## config.mk

```make
export PLATFORM = sky130hd
export DESIGN_NAME = lac_top
export DESIGN_NICKNAME = d
export VERILOG_FILES = /design/src/inc/lac_pkg.sv /design/src/lac_top.sv
export SDC_FILE = /design/constraint.sdc
export NUM_CORES = 2
export LEC_CHECK = 0
export CORE_ASPECT_RATIO = 1.4
export CORE_MARGIN = 2
export CORE_UTILIZATION = 50
export CTS_BUF_LIST = sky130_fd_sc_hd__clkbuf_16
export CTS_CLUSTER_SIZE = 8
export DETAILED_ROUTE_END_ITERATION = 10
export DONT_BUFFER_PORTS = 1
export PLACE_DENSITY = 0.68
export SYNTH_ARGS = -nofsm -noshare
export SYNTH_HDL_FRONTEND = slang
export SYNTH_SLANG_ARGS = --single-unit
```

## constraint.sdc

```tcl
create_clock -name CORE_CLK -period 111 [get_ports CORE_CLK]
set_input_delay 22.2 -clock CORE_CLK [delete_from_list [all_inputs] [get_ports CORE_CLK]]
set_output_delay 22.2 -clock CORE_CLK [all_outputs]
set_load 0.1 [all_outputs]
```

## src/inc/lac_pkg.sv

```systemverilog
package lac_pkg;

  // ----------------------------------------------------------------
  // Widths
  // ----------------------------------------------------------------
  localparam int ADDR_W  = 4;
  localparam int DATA_W  = 16;
  localparam int CUR_W   = 8;
  localparam int LOSS_W  = 11;
  localparam int PWR_W   = 12;
  localparam int VM_W    = 8;
  localparam int CNT_W   = 8;
  localparam int HC_W    = 6;
  localparam int CTRL_W  = 11;

  // ----------------------------------------------------------------
  // Register map (word addresses)
  // ----------------------------------------------------------------
  localparam logic [ADDR_W-1:0] ADDR_CTRL     = 4'h0;
  localparam logic [ADDR_W-1:0] ADDR_STATUS   = 4'h1;
  localparam logic [ADDR_W-1:0] ADDR_INT_STAT = 4'h2;
  localparam logic [ADDR_W-1:0] ADDR_INT_MASK = 4'h3;
  localparam logic [ADDR_W-1:0] ADDR_LOSS_LOW = 4'h4;
  localparam logic [ADDR_W-1:0] ADDR_LOSS_HI  = 4'h5;
  localparam logic [ADDR_W-1:0] ADDR_LIMITS   = 4'h6;
  localparam logic [ADDR_W-1:0] ADDR_BAND     = 4'h7;
  localparam logic [ADDR_W-1:0] ADDR_FSCALE   = 4'h8;
  localparam logic [ADDR_W-1:0] ADDR_COUNT    = 4'h9;
  localparam logic [ADDR_W-1:0] ADDR_LOSS_EST = 4'hA;
  localparam logic [ADDR_W-1:0] ADDR_LEARN_VM = 4'hB;

  // ----------------------------------------------------------------
  // Reset values and constants
  // ----------------------------------------------------------------
  localparam logic [CUR_W-1:0]  FSCALE_RST  = 8'hFF;
  localparam logic [CUR_W-1:0]  CEIL_RST    = 8'hFF;
  localparam logic [CUR_W-1:0]  FLOOR_RST   = 8'h20;
  localparam logic [CNT_W-1:0]  UPPER_RST   = 8'h20;
  localparam logic [CNT_W-1:0]  LOWER_RST   = 8'h08;
  localparam logic [VM_W-1:0]   LEARN_VM_RST = 8'h01;
  localparam logic [LOSS_W-1:0] LOSS_MAX    = 11'h7FF;
  localparam logic [CNT_W-1:0]  CNT_MAX     = 8'hFF;
  localparam logic [CUR_W-1:0]  CUR_MAX     = 8'hFF;
  localparam logic [CUR_W-1:0]  COUNT_GAIN  = 8'h40;
  localparam int                BASE_SHIFT  = 3;

  localparam logic [CUR_W-1:0] INC_VAL0 = 8'h80;
  localparam logic [CUR_W-1:0] INC_VAL1 = 8'h10;
  localparam logic [CUR_W-1:0] INC_VAL2 = 8'h20;
  localparam logic [CUR_W-1:0] INC_VAL3 = 8'h40;
  localparam logic [2:0]       INC_SHF0 = 3'h7;
  localparam logic [2:0]       INC_SHF1 = 3'h4;
  localparam logic [2:0]       INC_SHF2 = 3'h5;
  localparam logic [2:0]       INC_SHF3 = 3'h6;

  localparam logic [HC_W-1:0] DWELL_N0 = 6'h08;
  localparam logic [HC_W-1:0] DWELL_N1 = 6'h10;
  localparam logic [HC_W-1:0] DWELL_N2 = 6'h18;
  localparam logic [HC_W-1:0] DWELL_N3 = 6'h20;

  // ----------------------------------------------------------------
  // Types
  // ----------------------------------------------------------------
  typedef struct packed {
    logic [4:0] base;
    logic [1:0] dwell;
    logic [1:0] inc;
    logic       go;
    logic       en;
  } lac_ctrl_t;

  typedef struct packed {
    logic raised;
    logic learned;
  } lac_irq_t;

  typedef enum logic [1:0] {
    LAC_IDLE,
    LAC_LOW,
    LAC_HIGH
  } lac_learn_state_t;

endpackage

```

## src/lac_top.sv

```systemverilog
`timescale 1ns/1ns
module lac_top (
  input  wire logic                         CORE_CLK,
  input  wire logic                         SRST,
  input  wire logic [lac_pkg::ADDR_W-1:0]   REG_ADDR,
  input  wire logic [lac_pkg::DATA_W-1:0]   REG_WDATA,
  input  wire logic                         REG_WR,
  input  wire logic                         REG_RD,
  output logic      [lac_pkg::DATA_W-1:0]   REG_RDATA,
  input  wire logic                         HALF_CYCLE,
  input  wire logic [lac_pkg::PWR_W-1:0]    SUPPLY_POWER,
  input  wire logic [lac_pkg::VM_W-1:0]     SUPPLY_VOLTAGE,
  output logic      [lac_pkg::CUR_W-1:0]    COIL_CURRENT,
  output logic                              LEARN_ACTIVE,
  output logic                              IRQ
);

  // ----------------------------------------------------------------
  // Declarations
  // ----------------------------------------------------------------
  lac_pkg::lac_ctrl_t         ctrl_reg;
  lac_pkg::lac_ctrl_t         ctrl_next;
  lac_pkg::lac_learn_state_t  state_reg;
  lac_pkg::lac_irq_t          status_reg;
  lac_pkg::lac_irq_t          status_next;
  lac_pkg::lac_irq_t          mask_reg;
  logic [lac_pkg::HC_W-1:0]   hc_cnt_reg;
  logic [16:0]                acc_reg;
  logic [16:0]                acc_sum;
  logic [16:0]                avg;
  logic [lac_pkg::LOSS_W-1:0] avg_sat;
  logic [lac_pkg::LOSS_W-1:0] sample_low_reg;
  logic [lac_pkg::LOSS_W-1:0] learned_loss_low_reg;
  logic [lac_pkg::LOSS_W-1:0] learned_loss_high_reg;
  logic [lac_pkg::VM_W-1:0]   learn_vm_reg;
  logic [lac_pkg::CUR_W-1:0]  cur_reg;
  logic [lac_pkg::CUR_W-1:0]  ceil_reg;
  logic [lac_pkg::CUR_W-1:0]  floor_reg;
  logic [lac_pkg::CNT_W-1:0]  upper_reg;
  logic [lac_pkg::CNT_W-1:0]  lower_reg;
  logic [lac_pkg::CUR_W-1:0]  fscale_reg;
  logic [lac_pkg::CNT_W-1:0]  load_power_count_reg;
  logic [lac_pkg::LOSS_W-1:0] constant_loss_estimate_reg;
  logic                       learn_complete_flag_reg;
  logic                       learn_active_reg;
  logic                       irq_reg;
  logic [lac_pkg::DATA_W-1:0] rdata_reg;
  logic [lac_pkg::HC_W-1:0]   dwell_n;
  logic [lac_pkg::CUR_W-1:0]  inc_val;
  logic [2:0]                 inc_shift;
  logic [lac_pkg::CUR_W-1:0]  level_low;
  logic [8:0]                 level_sum;
  logic [lac_pkg::CUR_W-1:0]  level_high;
  logic                       dwell_last;
  logic                       learn_finish;
  logic                       learning;
  logic signed [12:0]         span;
  logic signed [9:0]          di;
  logic signed [22:0]         prod;
  logic signed [22:0]         interp;
  logic [lac_pkg::LOSS_W-1:0] loss_i;
  logic [18:0]                loss_v;
  logic [lac_pkg::LOSS_W-1:0] loss_now;
  logic signed [12:0]         pdiff;
  logic [19:0]                num;
  logic [19:0]                quot;
  logic [lac_pkg::CNT_W-1:0]  count_now;
  logic                       raise_evt;
  logic                       wr_ctrl;

  assign wr_ctrl  = REG_WR && (REG_ADDR == lac_pkg::ADDR_CTRL);
  assign learning = (state_reg != lac_pkg::LAC_IDLE);

  // ----------------------------------------------------------------
  // Learning level and dwell decode
  // ----------------------------------------------------------------
  always_comb begin
    case (ctrl_reg.inc)
      2'h0: begin
        inc_val   = lac_pkg::INC_VAL0;
        inc_shift = lac_pkg::INC_SHF0;
      end
      2'h1: begin
        inc_val   = lac_pkg::INC_VAL1;
        inc_shift = lac_pkg::INC_SHF1;
      end
      2'h2: begin
        inc_val   = lac_pkg::INC_VAL2;
        inc_shift = lac_pkg::INC_SHF2;
      end
      default: begin
        inc_val   = lac_pkg::INC_VAL3;
        inc_shift = lac_pkg::INC_SHF3;
      end
    endcase
    case (ctrl_reg.dwell)
      2'h0:    dwell_n = lac_pkg::DWELL_N0;
      2'h1:    dwell_n = lac_pkg::DWELL_N1;
      2'h2:    dwell_n = lac_pkg::DWELL_N2;
      default: dwell_n = lac_pkg::DWELL_N3;
    endcase
  end

  assign level_low  = {ctrl_reg.base, 3'h0};
  assign level_sum  = {1'b0, level_low} + {1'b0, inc_val};
  // Final level clips at full range rather than wrapping
  assign level_high = level_sum[8] ? lac_pkg::CUR_MAX : level_sum[7:0];

  // ----------------------------------------------------------------
  // Per-level averaging of supply power
  // ----------------------------------------------------------------
  assign acc_sum    = acc_reg + {5'h00, SUPPLY_POWER};
  assign avg        = acc_sum / {11'h000, dwell_n};
  assign avg_sat    = (avg > {6'h00, lac_pkg::LOSS_MAX}) ?
                      lac_pkg::LOSS_MAX : avg[lac_pkg::LOSS_W-1:0];
  assign dwell_last = HALF_CYCLE && (hc_cnt_reg == dwell_n - 6'h01);
  assign learn_finish = (state_reg == lac_pkg::LAC_HIGH) && dwell_last
                        && ctrl_reg.en;

  // ----------------------------------------------------------------
  // Loss estimate: interpolate, then scale by voltage
  // ----------------------------------------------------------------
  always_comb begin
    span   = $signed({2'h0, learned_loss_high_reg})
           - $signed({2'h0, learned_loss_low_reg});
    di     = $signed({2'h0, cur_reg}) - $signed({2'h0, level_low});
    prod   = span * di;
    interp = $signed({12'h000, learned_loss_low_reg})
           + (prod >>> inc_shift);
    if (interp < 0)
      loss_i = '0;
    else if (interp > $signed({12'h000, lac_pkg::LOSS_MAX}))
      loss_i = lac_pkg::LOSS_MAX;
    else
      loss_i = interp[lac_pkg::LOSS_W-1:0];
    // Zero supply reading would divide by zero; keep unscaled
    if (SUPPLY_VOLTAGE == '0)
      loss_v = {8'h00, loss_i};
    else
      loss_v = ({8'h00, loss_i} * {11'h000, learn_vm_reg})
             / {11'h000, SUPPLY_VOLTAGE};
    loss_now = (loss_v > {8'h00, lac_pkg::LOSS_MAX}) ?
               lac_pkg::LOSS_MAX : loss_v[lac_pkg::LOSS_W-1:0];
  end

  // ----------------------------------------------------------------
  // Load power count
  // ----------------------------------------------------------------
  always_comb begin
    pdiff = $signed({1'b0, SUPPLY_POWER})
          - $signed({2'h0, loss_now});
    num   = (pdiff < 0) ? '0 :
            {8'h00, pdiff[11:0]} * {12'h000, lac_pkg::COUNT_GAIN};
    quot  = (fscale_reg == '0) ? num :
            num / {12'h000, fscale_reg};
    count_now = (quot > {12'h000, lac_pkg::CNT_MAX}) ?
                lac_pkg::CNT_MAX : quot[lac_pkg::CNT_W-1:0];
  end

  // ----------------------------------------------------------------
  // Control register
  // ----------------------------------------------------------------
  always_comb begin
    ctrl_next = ctrl_reg;
    if (wr_ctrl) begin
      ctrl_next    = lac_pkg::lac_ctrl_t'(REG_WDATA[lac_pkg::CTRL_W-1:0]);
      ctrl_next.go = ctrl_reg.go | ctrl_next.go;
    end
    if (learn_finish)
      ctrl_next.go = 1'b0;
    // Learning needs the adaptive mode; dropping enable aborts it
    if (!ctrl_next.en)
      ctrl_next.go = 1'b0;
  end

  always_ff @(posedge CORE_CLK) begin
    if (SRST)
      ctrl_reg <= '0;
    else
      ctrl_reg <= ctrl_next;
  end

  // ----------------------------------------------------------------
  // Learning sequencer
  // ----------------------------------------------------------------
  always_ff @(posedge CORE_CLK) begin
    if (SRST) begin
      state_reg        <= lac_pkg::LAC_IDLE;
      hc_cnt_reg       <= '0;
      acc_reg          <= '0;
      sample_low_reg   <= '0;
      learn_active_reg <= 1'b0;
    end else if (!ctrl_reg.en) begin
      state_reg        <= lac_pkg::LAC_IDLE;
      learn_active_reg <= 1'b0;
    end else begin
      case (state_reg)
        lac_pkg::LAC_IDLE: begin
          hc_cnt_reg <= '0;
          acc_reg    <= '0;
          if (ctrl_reg.go) begin
            state_reg        <= lac_pkg::LAC_LOW;
            learn_active_reg <= 1'b1;
          end
        end
        lac_pkg::LAC_LOW: begin
          if (dwell_last) begin
            sample_low_reg <= avg_sat;
            hc_cnt_reg     <= '0;
            acc_reg        <= '0;
            state_reg      <= lac_pkg::LAC_HIGH;
          end else if (HALF_CYCLE) begin
            hc_cnt_reg <= hc_cnt_reg + 6'h01;
            acc_reg    <= acc_sum;
          end
        end
        lac_pkg::LAC_HIGH: begin
          if (dwell_last) begin
            state_reg        <= lac_pkg::LAC_IDLE;
            learn_active_reg <= 1'b0;
          end else if (HALF_CYCLE) begin
            hc_cnt_reg <= hc_cnt_reg + 6'h01;
            acc_reg    <= acc_sum;
          end
        end
        default: state_reg <= lac_pkg::LAC_IDLE;
      endcase
    end
  end

  // ----------------------------------------------------------------
  // Learned results and reference voltage
  // ----------------------------------------------------------------
  // Completion beats a software write in the same cycle
  always_ff @(posedge CORE_CLK) begin
    if (SRST) begin
      learned_loss_low_reg  <= '0;
      learned_loss_high_reg <= '0;
      learn_vm_reg          <= lac_pkg::LEARN_VM_RST;
    end else if (learn_finish) begin
      learned_loss_low_reg  <= sample_low_reg;
      learned_loss_high_reg <= avg_sat;
      learn_vm_reg          <= SUPPLY_VOLTAGE;
    end else if (REG_WR) begin
      if (REG_ADDR == lac_pkg::ADDR_LOSS_LOW)
        learned_loss_low_reg <= REG_WDATA[lac_pkg::LOSS_W-1:0];
      else if (REG_ADDR == lac_pkg::ADDR_LOSS_HI)
        learned_loss_high_reg <= REG_WDATA[lac_pkg::LOSS_W-1:0];
      else if (REG_ADDR == lac_pkg::ADDR_LEARN_VM)
        learn_vm_reg <= REG_WDATA[lac_pkg::VM_W-1:0];
    end
  end

  // ----------------------------------------------------------------
  // Configuration registers
  // ----------------------------------------------------------------
  always_ff @(posedge CORE_CLK) begin
    if (SRST) begin
      floor_reg  <= lac_pkg::FLOOR_RST;
      ceil_reg   <= lac_pkg::CEIL_RST;
      lower_reg  <= lac_pkg::LOWER_RST;
      upper_reg  <= lac_pkg::UPPER_RST;
      fscale_reg <= lac_pkg::FSCALE_RST;
      mask_reg   <= '0;
    end else if (REG_WR) begin
      if (REG_ADDR == lac_pkg::ADDR_LIMITS) begin
        floor_reg <= REG_WDATA[7:0];
        ceil_reg  <= REG_WDATA[15:8];
      end else if (REG_ADDR == lac_pkg::ADDR_BAND) begin
        lower_reg <= REG_WDATA[7:0];
        upper_reg <= REG_WDATA[15:8];
      end else if (REG_ADDR == lac_pkg::ADDR_FSCALE) begin
        fscale_reg <= REG_WDATA[lac_pkg::CUR_W-1:0];
      end else if (REG_ADDR == lac_pkg::ADDR_INT_MASK) begin
        mask_reg <= lac_pkg::lac_irq_t'(REG_WDATA[1:0]);
      end
    end
  end

  // ----------------------------------------------------------------
  // Coil current regulation
  // ----------------------------------------------------------------
  assign raise_evt = ctrl_reg.en && !learning && HALF_CYCLE
                     && (count_now > upper_reg);

  always_ff @(posedge CORE_CLK) begin
    if (SRST) begin
      cur_reg <= lac_pkg::FSCALE_RST;
    end else if (learn_finish) begin
      cur_reg <= ceil_reg;
    end else if (state_reg == lac_pkg::LAC_LOW) begin
      cur_reg <= level_low;
    end else if (state_reg == lac_pkg::LAC_HIGH) begin
      cur_reg <= level_high;
    end else if (!ctrl_reg.en) begin
      cur_reg <= fscale_reg;
    end else if (raise_evt) begin
      // Jump straight to ceiling: one slow step could lose steps
      cur_reg <= ceil_reg;
    end else if (cur_reg > ceil_reg) begin
      cur_reg <= ceil_reg;
    end else if (cur_reg < floor_reg) begin
      cur_reg <= floor_reg;
    end else if (HALF_CYCLE && (count_now < lower_reg)
                 && (cur_reg > floor_reg)) begin
      cur_reg <= cur_reg - 8'h01;
    end
  end

  always_ff @(posedge CORE_CLK) begin
    if (SRST) begin
      load_power_count_reg       <= '0;
      constant_loss_estimate_reg <= '0;
    end else if (HALF_CYCLE) begin
      load_power_count_reg       <= count_now;
      constant_loss_estimate_reg <= loss_now;
    end
  end

  // ----------------------------------------------------------------
  // Flags and interrupt
  // ----------------------------------------------------------------
  always_ff @(posedge CORE_CLK) begin
    if (SRST)
      learn_complete_flag_reg <= 1'b0;
    else if (learn_finish)
      learn_complete_flag_reg <= 1'b1;
    else if (state_reg == lac_pkg::LAC_IDLE && ctrl_reg.go)
      learn_complete_flag_reg <= 1'b0;
  end

  // New events win over a write-one-to-clear in the same cycle
  always_comb begin
    status_next = status_reg;
    if (REG_WR && (REG_ADDR == lac_pkg::ADDR_INT_STAT))
      status_next = status_reg & ~lac_pkg::lac_irq_t'(REG_WDATA[1:0]);
    status_next.learned = status_next.learned | learn_finish;
    status_next.raised  = status_next.raised | raise_evt;
  end

  always_ff @(posedge CORE_CLK) begin
    if (SRST) begin
      status_reg <= '0;
      irq_reg    <= 1'b0;
    end else begin
      status_reg <= status_next;
      irq_reg    <= |(status_next & mask_reg);
    end
  end

  // ----------------------------------------------------------------
  // Read port
  // ----------------------------------------------------------------
  always_ff @(posedge CORE_CLK) begin
    if (SRST) begin
      rdata_reg <= '0;
    end else if (!REG_RD) begin
      rdata_reg <= '0;
    end else if (REG_ADDR == lac_pkg::ADDR_CTRL) begin
      rdata_reg <= {5'h00, ctrl_reg};
    end else if (REG_ADDR == lac_pkg::ADDR_STATUS) begin
      rdata_reg <= {cur_reg, 6'h00, learning, learn_complete_flag_reg};
    end else if (REG_ADDR == lac_pkg::ADDR_INT_STAT) begin
      rdata_reg <= {14'h0000, status_reg};
    end else if (REG_ADDR == lac_pkg::ADDR_INT_MASK) begin
      rdata_reg <= {14'h0000, mask_reg};
    end else if (REG_ADDR == lac_pkg::ADDR_LOSS_LOW) begin
      rdata_reg <= {5'h00, learned_loss_low_reg};
    end else if (REG_ADDR == lac_pkg::ADDR_LOSS_HI) begin
      rdata_reg <= {5'h00, learned_loss_high_reg};
    end else if (REG_ADDR == lac_pkg::ADDR_LIMITS) begin
      rdata_reg <= {ceil_reg, floor_reg};
    end else if (REG_ADDR == lac_pkg::ADDR_BAND) begin
      rdata_reg <= {upper_reg, lower_reg};
    end else if (REG_ADDR == lac_pkg::ADDR_FSCALE) begin
      rdata_reg <= {8'h00, fscale_reg};
    end else if (REG_ADDR == lac_pkg::ADDR_COUNT) begin
      rdata_reg <= {8'h00, load_power_count_reg};
    end else if (REG_ADDR == lac_pkg::ADDR_LOSS_EST) begin
      rdata_reg <= {5'h00, constant_loss_estimate_reg};
    end else if (REG_ADDR == lac_pkg::ADDR_LEARN_VM) begin
      rdata_reg <= {8'h00, learn_vm_reg};
    end else begin
      rdata_reg <= '0;
    end
  end

  assign REG_RDATA    = rdata_reg;
  assign COIL_CURRENT = cur_reg;
  assign LEARN_ACTIVE = learn_active_reg;
  assign IRQ          = irq_reg;

endmodule

```

# Word level (Yosys, flattened, before mapping)

Index checks and enable logic that the tools add are counted.
W data, S select, Z words.

$add $sub $neg: 9
$mul: 2
Divide/modulo/power cells: 3
Magnitude comparators: 11
Equal/unequal tests: 25
Shift operators: 1
Muxes and demuxes: 63
Bitwise operators: 12
Reduce and logical (&&, ||, !) cells: 42

Operators by type and width:

| kind                   | count |
|---|---|
| $mux W11               | 15 |
| $mux W8                | 16 |
| $mux W16               | 7 |
| $mux W17               | 3 |
| $pmux W17 S3           | 1 |
| $pmux W6 S3            | 2 |
| $gt A8 B8 Y1           | 3 |
| $pmux W8 S3            | 1 |
| $add A12 B23 Y23       | 1 |
| $gt A23 B12 Y1 const B | 1 |
| $lt A23 B1 Y1 const B  | 1 |
| $sshr A21 B3 Y23       | 1 |
| $mul A12 B9 Y21        | 1 |
| $div A20 B8 Y20        | 1 |
| $gt A20 B8 Y1 const B  | 1 |
| $mux W20               | 1 |
| $div A19 B8 Y19        | 1 |
| $gt A19 B11 Y1 const B | 1 |
| $mul A11 B8 Y19        | 1 |
| $mux W19               | 1 |
| $mux W18               | 1 |
| $mux W6                | 3 |
| $reduce_and A3 Y1      | 6 |
| $add A17 B12 Y17       | 1 |
| other kinds (40)       | 97 |

Register bits: 167
Logic and storage cells: 197

# Logic depth before layout (Yosys ltp)

Depth after elaboration: 30
Mapped depth: 524

# Least setup slack after synthesis

OpenSTA, ideal clock, no wires.

Kind: in2reg
From: input port SUPPLY_VOLTAGE[0] (netlist name)
To: register cur_reg, in the netlist COIL_CURRENT[3]
Setup time: 0.133 ns
Arrival: 105.636 ns
Required time: 110.867 ns
Path slack: 5.231 ns
Stages on the path: 433
Path buffers: 33
Cells stage by stage: inv_1 ha_1 o21a_1 a21oi_1 nor2_1 ha_1 o21a_1 o211ai_1 inv_1 o21a_1 ha_1 o21a_1 o21a_1 o211ai_1 nand2_1 o31ai_1 inv_1 ha_1 [... 397 more ...] o2111ai_1 o41ai_4 ha_1 nor2b_1 o21a_1 o21ai_0 nand2b_1 a21oi_1 o21ai_0 a22oi_1 clkbuf_1 mux2i_1 nand2_1 o21ai_0 o32ai_1 nor2_1 a211oi_1 mux2i_1

Longest elaborated chain between the ends: 18
Elaborated cells on any way between the ends: 23
Those cells by class: add/sub (1); div (2); order compare (5); eq/ne (1); mux (10); reduce/logical (4)

RTL lines:

| element                                             | line                           | RTL |
|---|---|---|
| from (decl)                                         | lac_top.sv:12                  | `input wire logic [lac_pkg::VM_W-1:0] SUPPLY_VOLTAGE,` |
| $div A19 B8 Y19 or $logic_not A8 Y1 (tied branches) | lac_top.sv:141, lac_top.sv:137 |  |
| $mux W19 *                                          | lac_top.sv:137                 | `if (SUPPLY_VOLTAGE == '0)` |
| $gt A19 B11 Y1                                      | lac_top.sv:142                 | `loss_now = (loss_v > {8'h00, lac_pkg::LOSS_MAX}) ?` |
| $mux W11 *                                          | lac_top.sv:142                 |  |
| net loss_now, one bit                               | lac_top.sv:63                  | `logic [lac_pkg::LOSS_W-1:0] loss_now;` |
| $sub A12 B11 Y13 *                                  | lac_top.sv:151                 | `- $signed({2'h0, loss_now});` |
| $lt A13 B1 Y1                                       | lac_top.sv:152                 | `num = (pdiff < 0) ? '0 :` |
| $mux W18 *                                          | lac_top.sv:152                 |  |
| [... 3 more ...]                                    | n/a                            |  |
| $mux W8 *                                           | lac_top.sv:156                 | `count_now = (quot > {12'h000, lac_pkg::CNT_MAX}) ?` |
| $gt A8 B8 Y1                                        | lac_top.sv:284                 | `&& (count_now > upper_reg);` |
| $logic_and A1 B1 Y1                                 | lac_top.sv:284                 |  |
| $mux W8                                             | lac_top.sv:297                 | `end else if (raise_evt) begin` |
| $mux W8                                             | lac_top.sv:295                 | `end else if (!ctrl_reg.en) begin` |
| $mux W8                                             | lac_top.sv:293                 | `end else if (state_reg == lac_pkg::LAC_HIGH) begin` |
| $mux W8                                             | lac_top.sv:291                 | `end else if (state_reg == lac_pkg::LAC_LOW) begin` |
| $mux W8                                             | lac_top.sv:289                 | `end else if (learn_finish) begin` |
| to (signal assigned)                                | lac_top.sv:290                 | `cur_reg <= ceil_reg;` |
| to (signal assigned)                                | lac_top.sv:292                 | `cur_reg <= level_low;` |
| to (signal assigned)                                | lac_top.sv:294                 | `cur_reg <= level_high;` |
| to (decl)                                           | lac_top.sv:36                  | `logic [lac_pkg::CUR_W-1:0] cur_reg;` |

Mark *: on every way through the listed nets, which the timed path passes. The rest lies on a longest branch.
A chain may end at the register's enable or synchronous reset.

# Final worst setup path

From: input port SUPPLY_VOLTAGE[0] (netlist name)
To: register cur_reg, in the netlist COIL_CURRENT[1]

Same word-level chain as after synthesis.

==> out/results.ini <==
[status]
status = finished, final reports clean

[setup_path]
path_common_cell = o21a_1
cp.arrival_ns = 105.17
cp-start-kind = primary input
cpPeakStageDelay_ns = 0.65
cp_slowest_cell = or4b_2
endpoint_kind = register
cp.required_ns = 111.34
crit_fanout = 19
startpoint = SUPPLY_VOLTAGE[0]
r2r_start = learned_loss_low_reg[0]
critPathKind = in2reg

[clocking]
htreeDepth = 4
clk-insertion-delay-late_ns = 0.50
cts_made_buffers = 17
tritoncts = yes
root_buffer = clkbuf_16
cts_hold_buf = 0
clk_transition_reported_paths_ns = 0.06
clock_path_buffers = 2
clock_sinks = 167

[detailed_routing]
dr_total_vias = 36700
detail-route-antenna-nets = 0
first_pass_iters = 6
drt_wl_total_mm = 117
drt-vias-per-instance = 6.27
wl_per_cell_um = 19.9
drt_iter0_drc = 2256
drc = 0

[yosys]
synthesis.area_mm2 = 0.0369
synth_ff_type = dfxtp_1
ys_seq_elements = 167
synth_edf_count = 0
synth_area_per_cell_um2 = 7.45
yosysSeqAreaShare = 0.0907
syn_inst = 4945
async_flop_share = 0
synth.distinct_cells = 124
ys_warn_count = 0

[finish]
final_util = 0.535
largest_register_ff_count = 17
area.growth.synth_to_final_pct = 5.84
final_common_cell = nor2_1
layout_common_cells = nor2_1, ha_1, nand2_1, a21oi_1, inv_1
drive_gt1_frac = 0.0722
layout.nets = 5561

[place]
pre_cts_slack_ns = -1.03
numPortBuffers = 0
dp_hpwl_mm = 93.8
gp_congestion = 1.02

[timing]
finalClockSkew_ns = 0.0284
max_freq_ghz = 0.00954
final_max_slew_viol_count = 0
relSlewSlack = 0.230
hold_violations = 0
timing.hold.ws_ns = 0.454
worst_slack_ns = 6.17
tightest_slew_ns = 1.15
setup_violations = 0
fin_crit_sh = 0.944
fin_crit_ns = 104.83

[floorplan]
die_w_um = 233
dieArea_mm2 = 0.0759
start_util = 0.506
dieHeight_um = 325
core_area_mm2 = 0.0729
std_cell_rows = 117
ios = 71

[grt]
grt_pass1_vias = 35400
antenna_found_initial = 9
gr-usage-all-layers = 0.301
grt_pass1_wl_mm = 185
grt_max_degree = 155
grt_overflow = 0

[flow_run]
cap_violations = 0

[hold_path]
hp-class = reg2reg
hold_start = learn_complete_flag_reg

-- logic make-up (layout without fill, tap and decap cells) --
family,after synthesis,in the layout,share of synthesized area
and+or+nand+nor,1797,1797,0.240
xor gates and xnor gates,218,218,0.0524
adders and majority gates,629,629,0.245
buffers and inverters,501,456,0.0518
muxes,171,171,0.0490
AOI/OAI and AO/OA,1461,1461,0.272
DFF,167,167,0.0907
other,1,4,0.000102
-- Yosys cell counts (all sizes together) (40+ instances only) --
cell type	instances	area (µm²)
clkbuf	143	537
o31ai	67	503
nor2b	47	294
a211oi	72	588
nand2b	79	502
or3	56	360
o21bai	40	300
xnor2	146	1280
ha	475	5940
o21a	179	1350
nor2	484	1820
nand2	461	1740
a21oi	347	1740
nand4	49	307
a21o	132	991
nor3	196	1010
and2	121	757
nand3	95	480
dfxtp	167	3340
inv	335	1260
mux2i	108	1080
o21ai	241	1210
mux2	62	698
and3	44	282
xor2	71	629
fa	153	3060
-- stage by stage --
stage / std cells / cell area [µm²] / TNS, ns
2_1_floorplan: 4946 / 36900 / 0
3_3_place_gp: 5792 / 37900 / 0
3_5_place_dp: 5792 / 37900 / -7.61
4_1_cts: 5827 / 38400 / 0
5_1_grt: 5854 / 39000 / -1.77
6_report: 5855 / 39000 / 0
-- repair_timing --
item / 4_1_cts / 5_1_grt
resized for setup: 2 / 90
cloned: 0 / 0
pin swaps: 1 / 12
buffers inserted: 3 / 26
endpoints found under the hold margin: 0 / 0
setup endpoints to repair: 8 / 13
-- worst max-delay path, delay by kind of cell --
family	cells	cell delay, ns
simple gates	115	21.78
mux	10	2.45
compound gates	233	43.84
fa+ha+maj	40	11.62
buf+inv	24	3.09
-- metal layers --
layer	vias up	part of all wire	GRT usage
met2	1065	0.49	0.527
met3	355	0.060	0.0530
li1	17900	-	-
met5	-	0.00043	0
met1	17400	0.40	0.352
met4	8	0.052	0.140
-- worst paths after layout --
check | cells past startpoint | to | slack, ns
setup / recovery | 422 | COIL_CURRENT[1] | 6.17
hold / removal | 2 | learn_complete_flag_reg | 0.45
setup reg to reg | 478 | COIL_CURRENT[1] | 13.38
hold reg to reg | 2 | learn_complete_flag_reg | 0.45
-- final cells by class --
| class | count | area, µm² |
|---|---|---|
| inverters | 335 | 1260 |
| fillers | 7134 | 33900 |
| repair buffers | 89 | 681 |
| clock inverters | 15 | 124 |
| diodes | 2 | 5.00 |
| clock buffers | 17 | 425 |
| multi-input cells | 4278 | 32000 |
| well taps | 952 | 1190 |
| flip-flops and latches | 167 | 3350 |
Power is left out: the tool's default activity adds up to more than one toggle a clock period on the data nets, which glitch-free logic cannot reach.
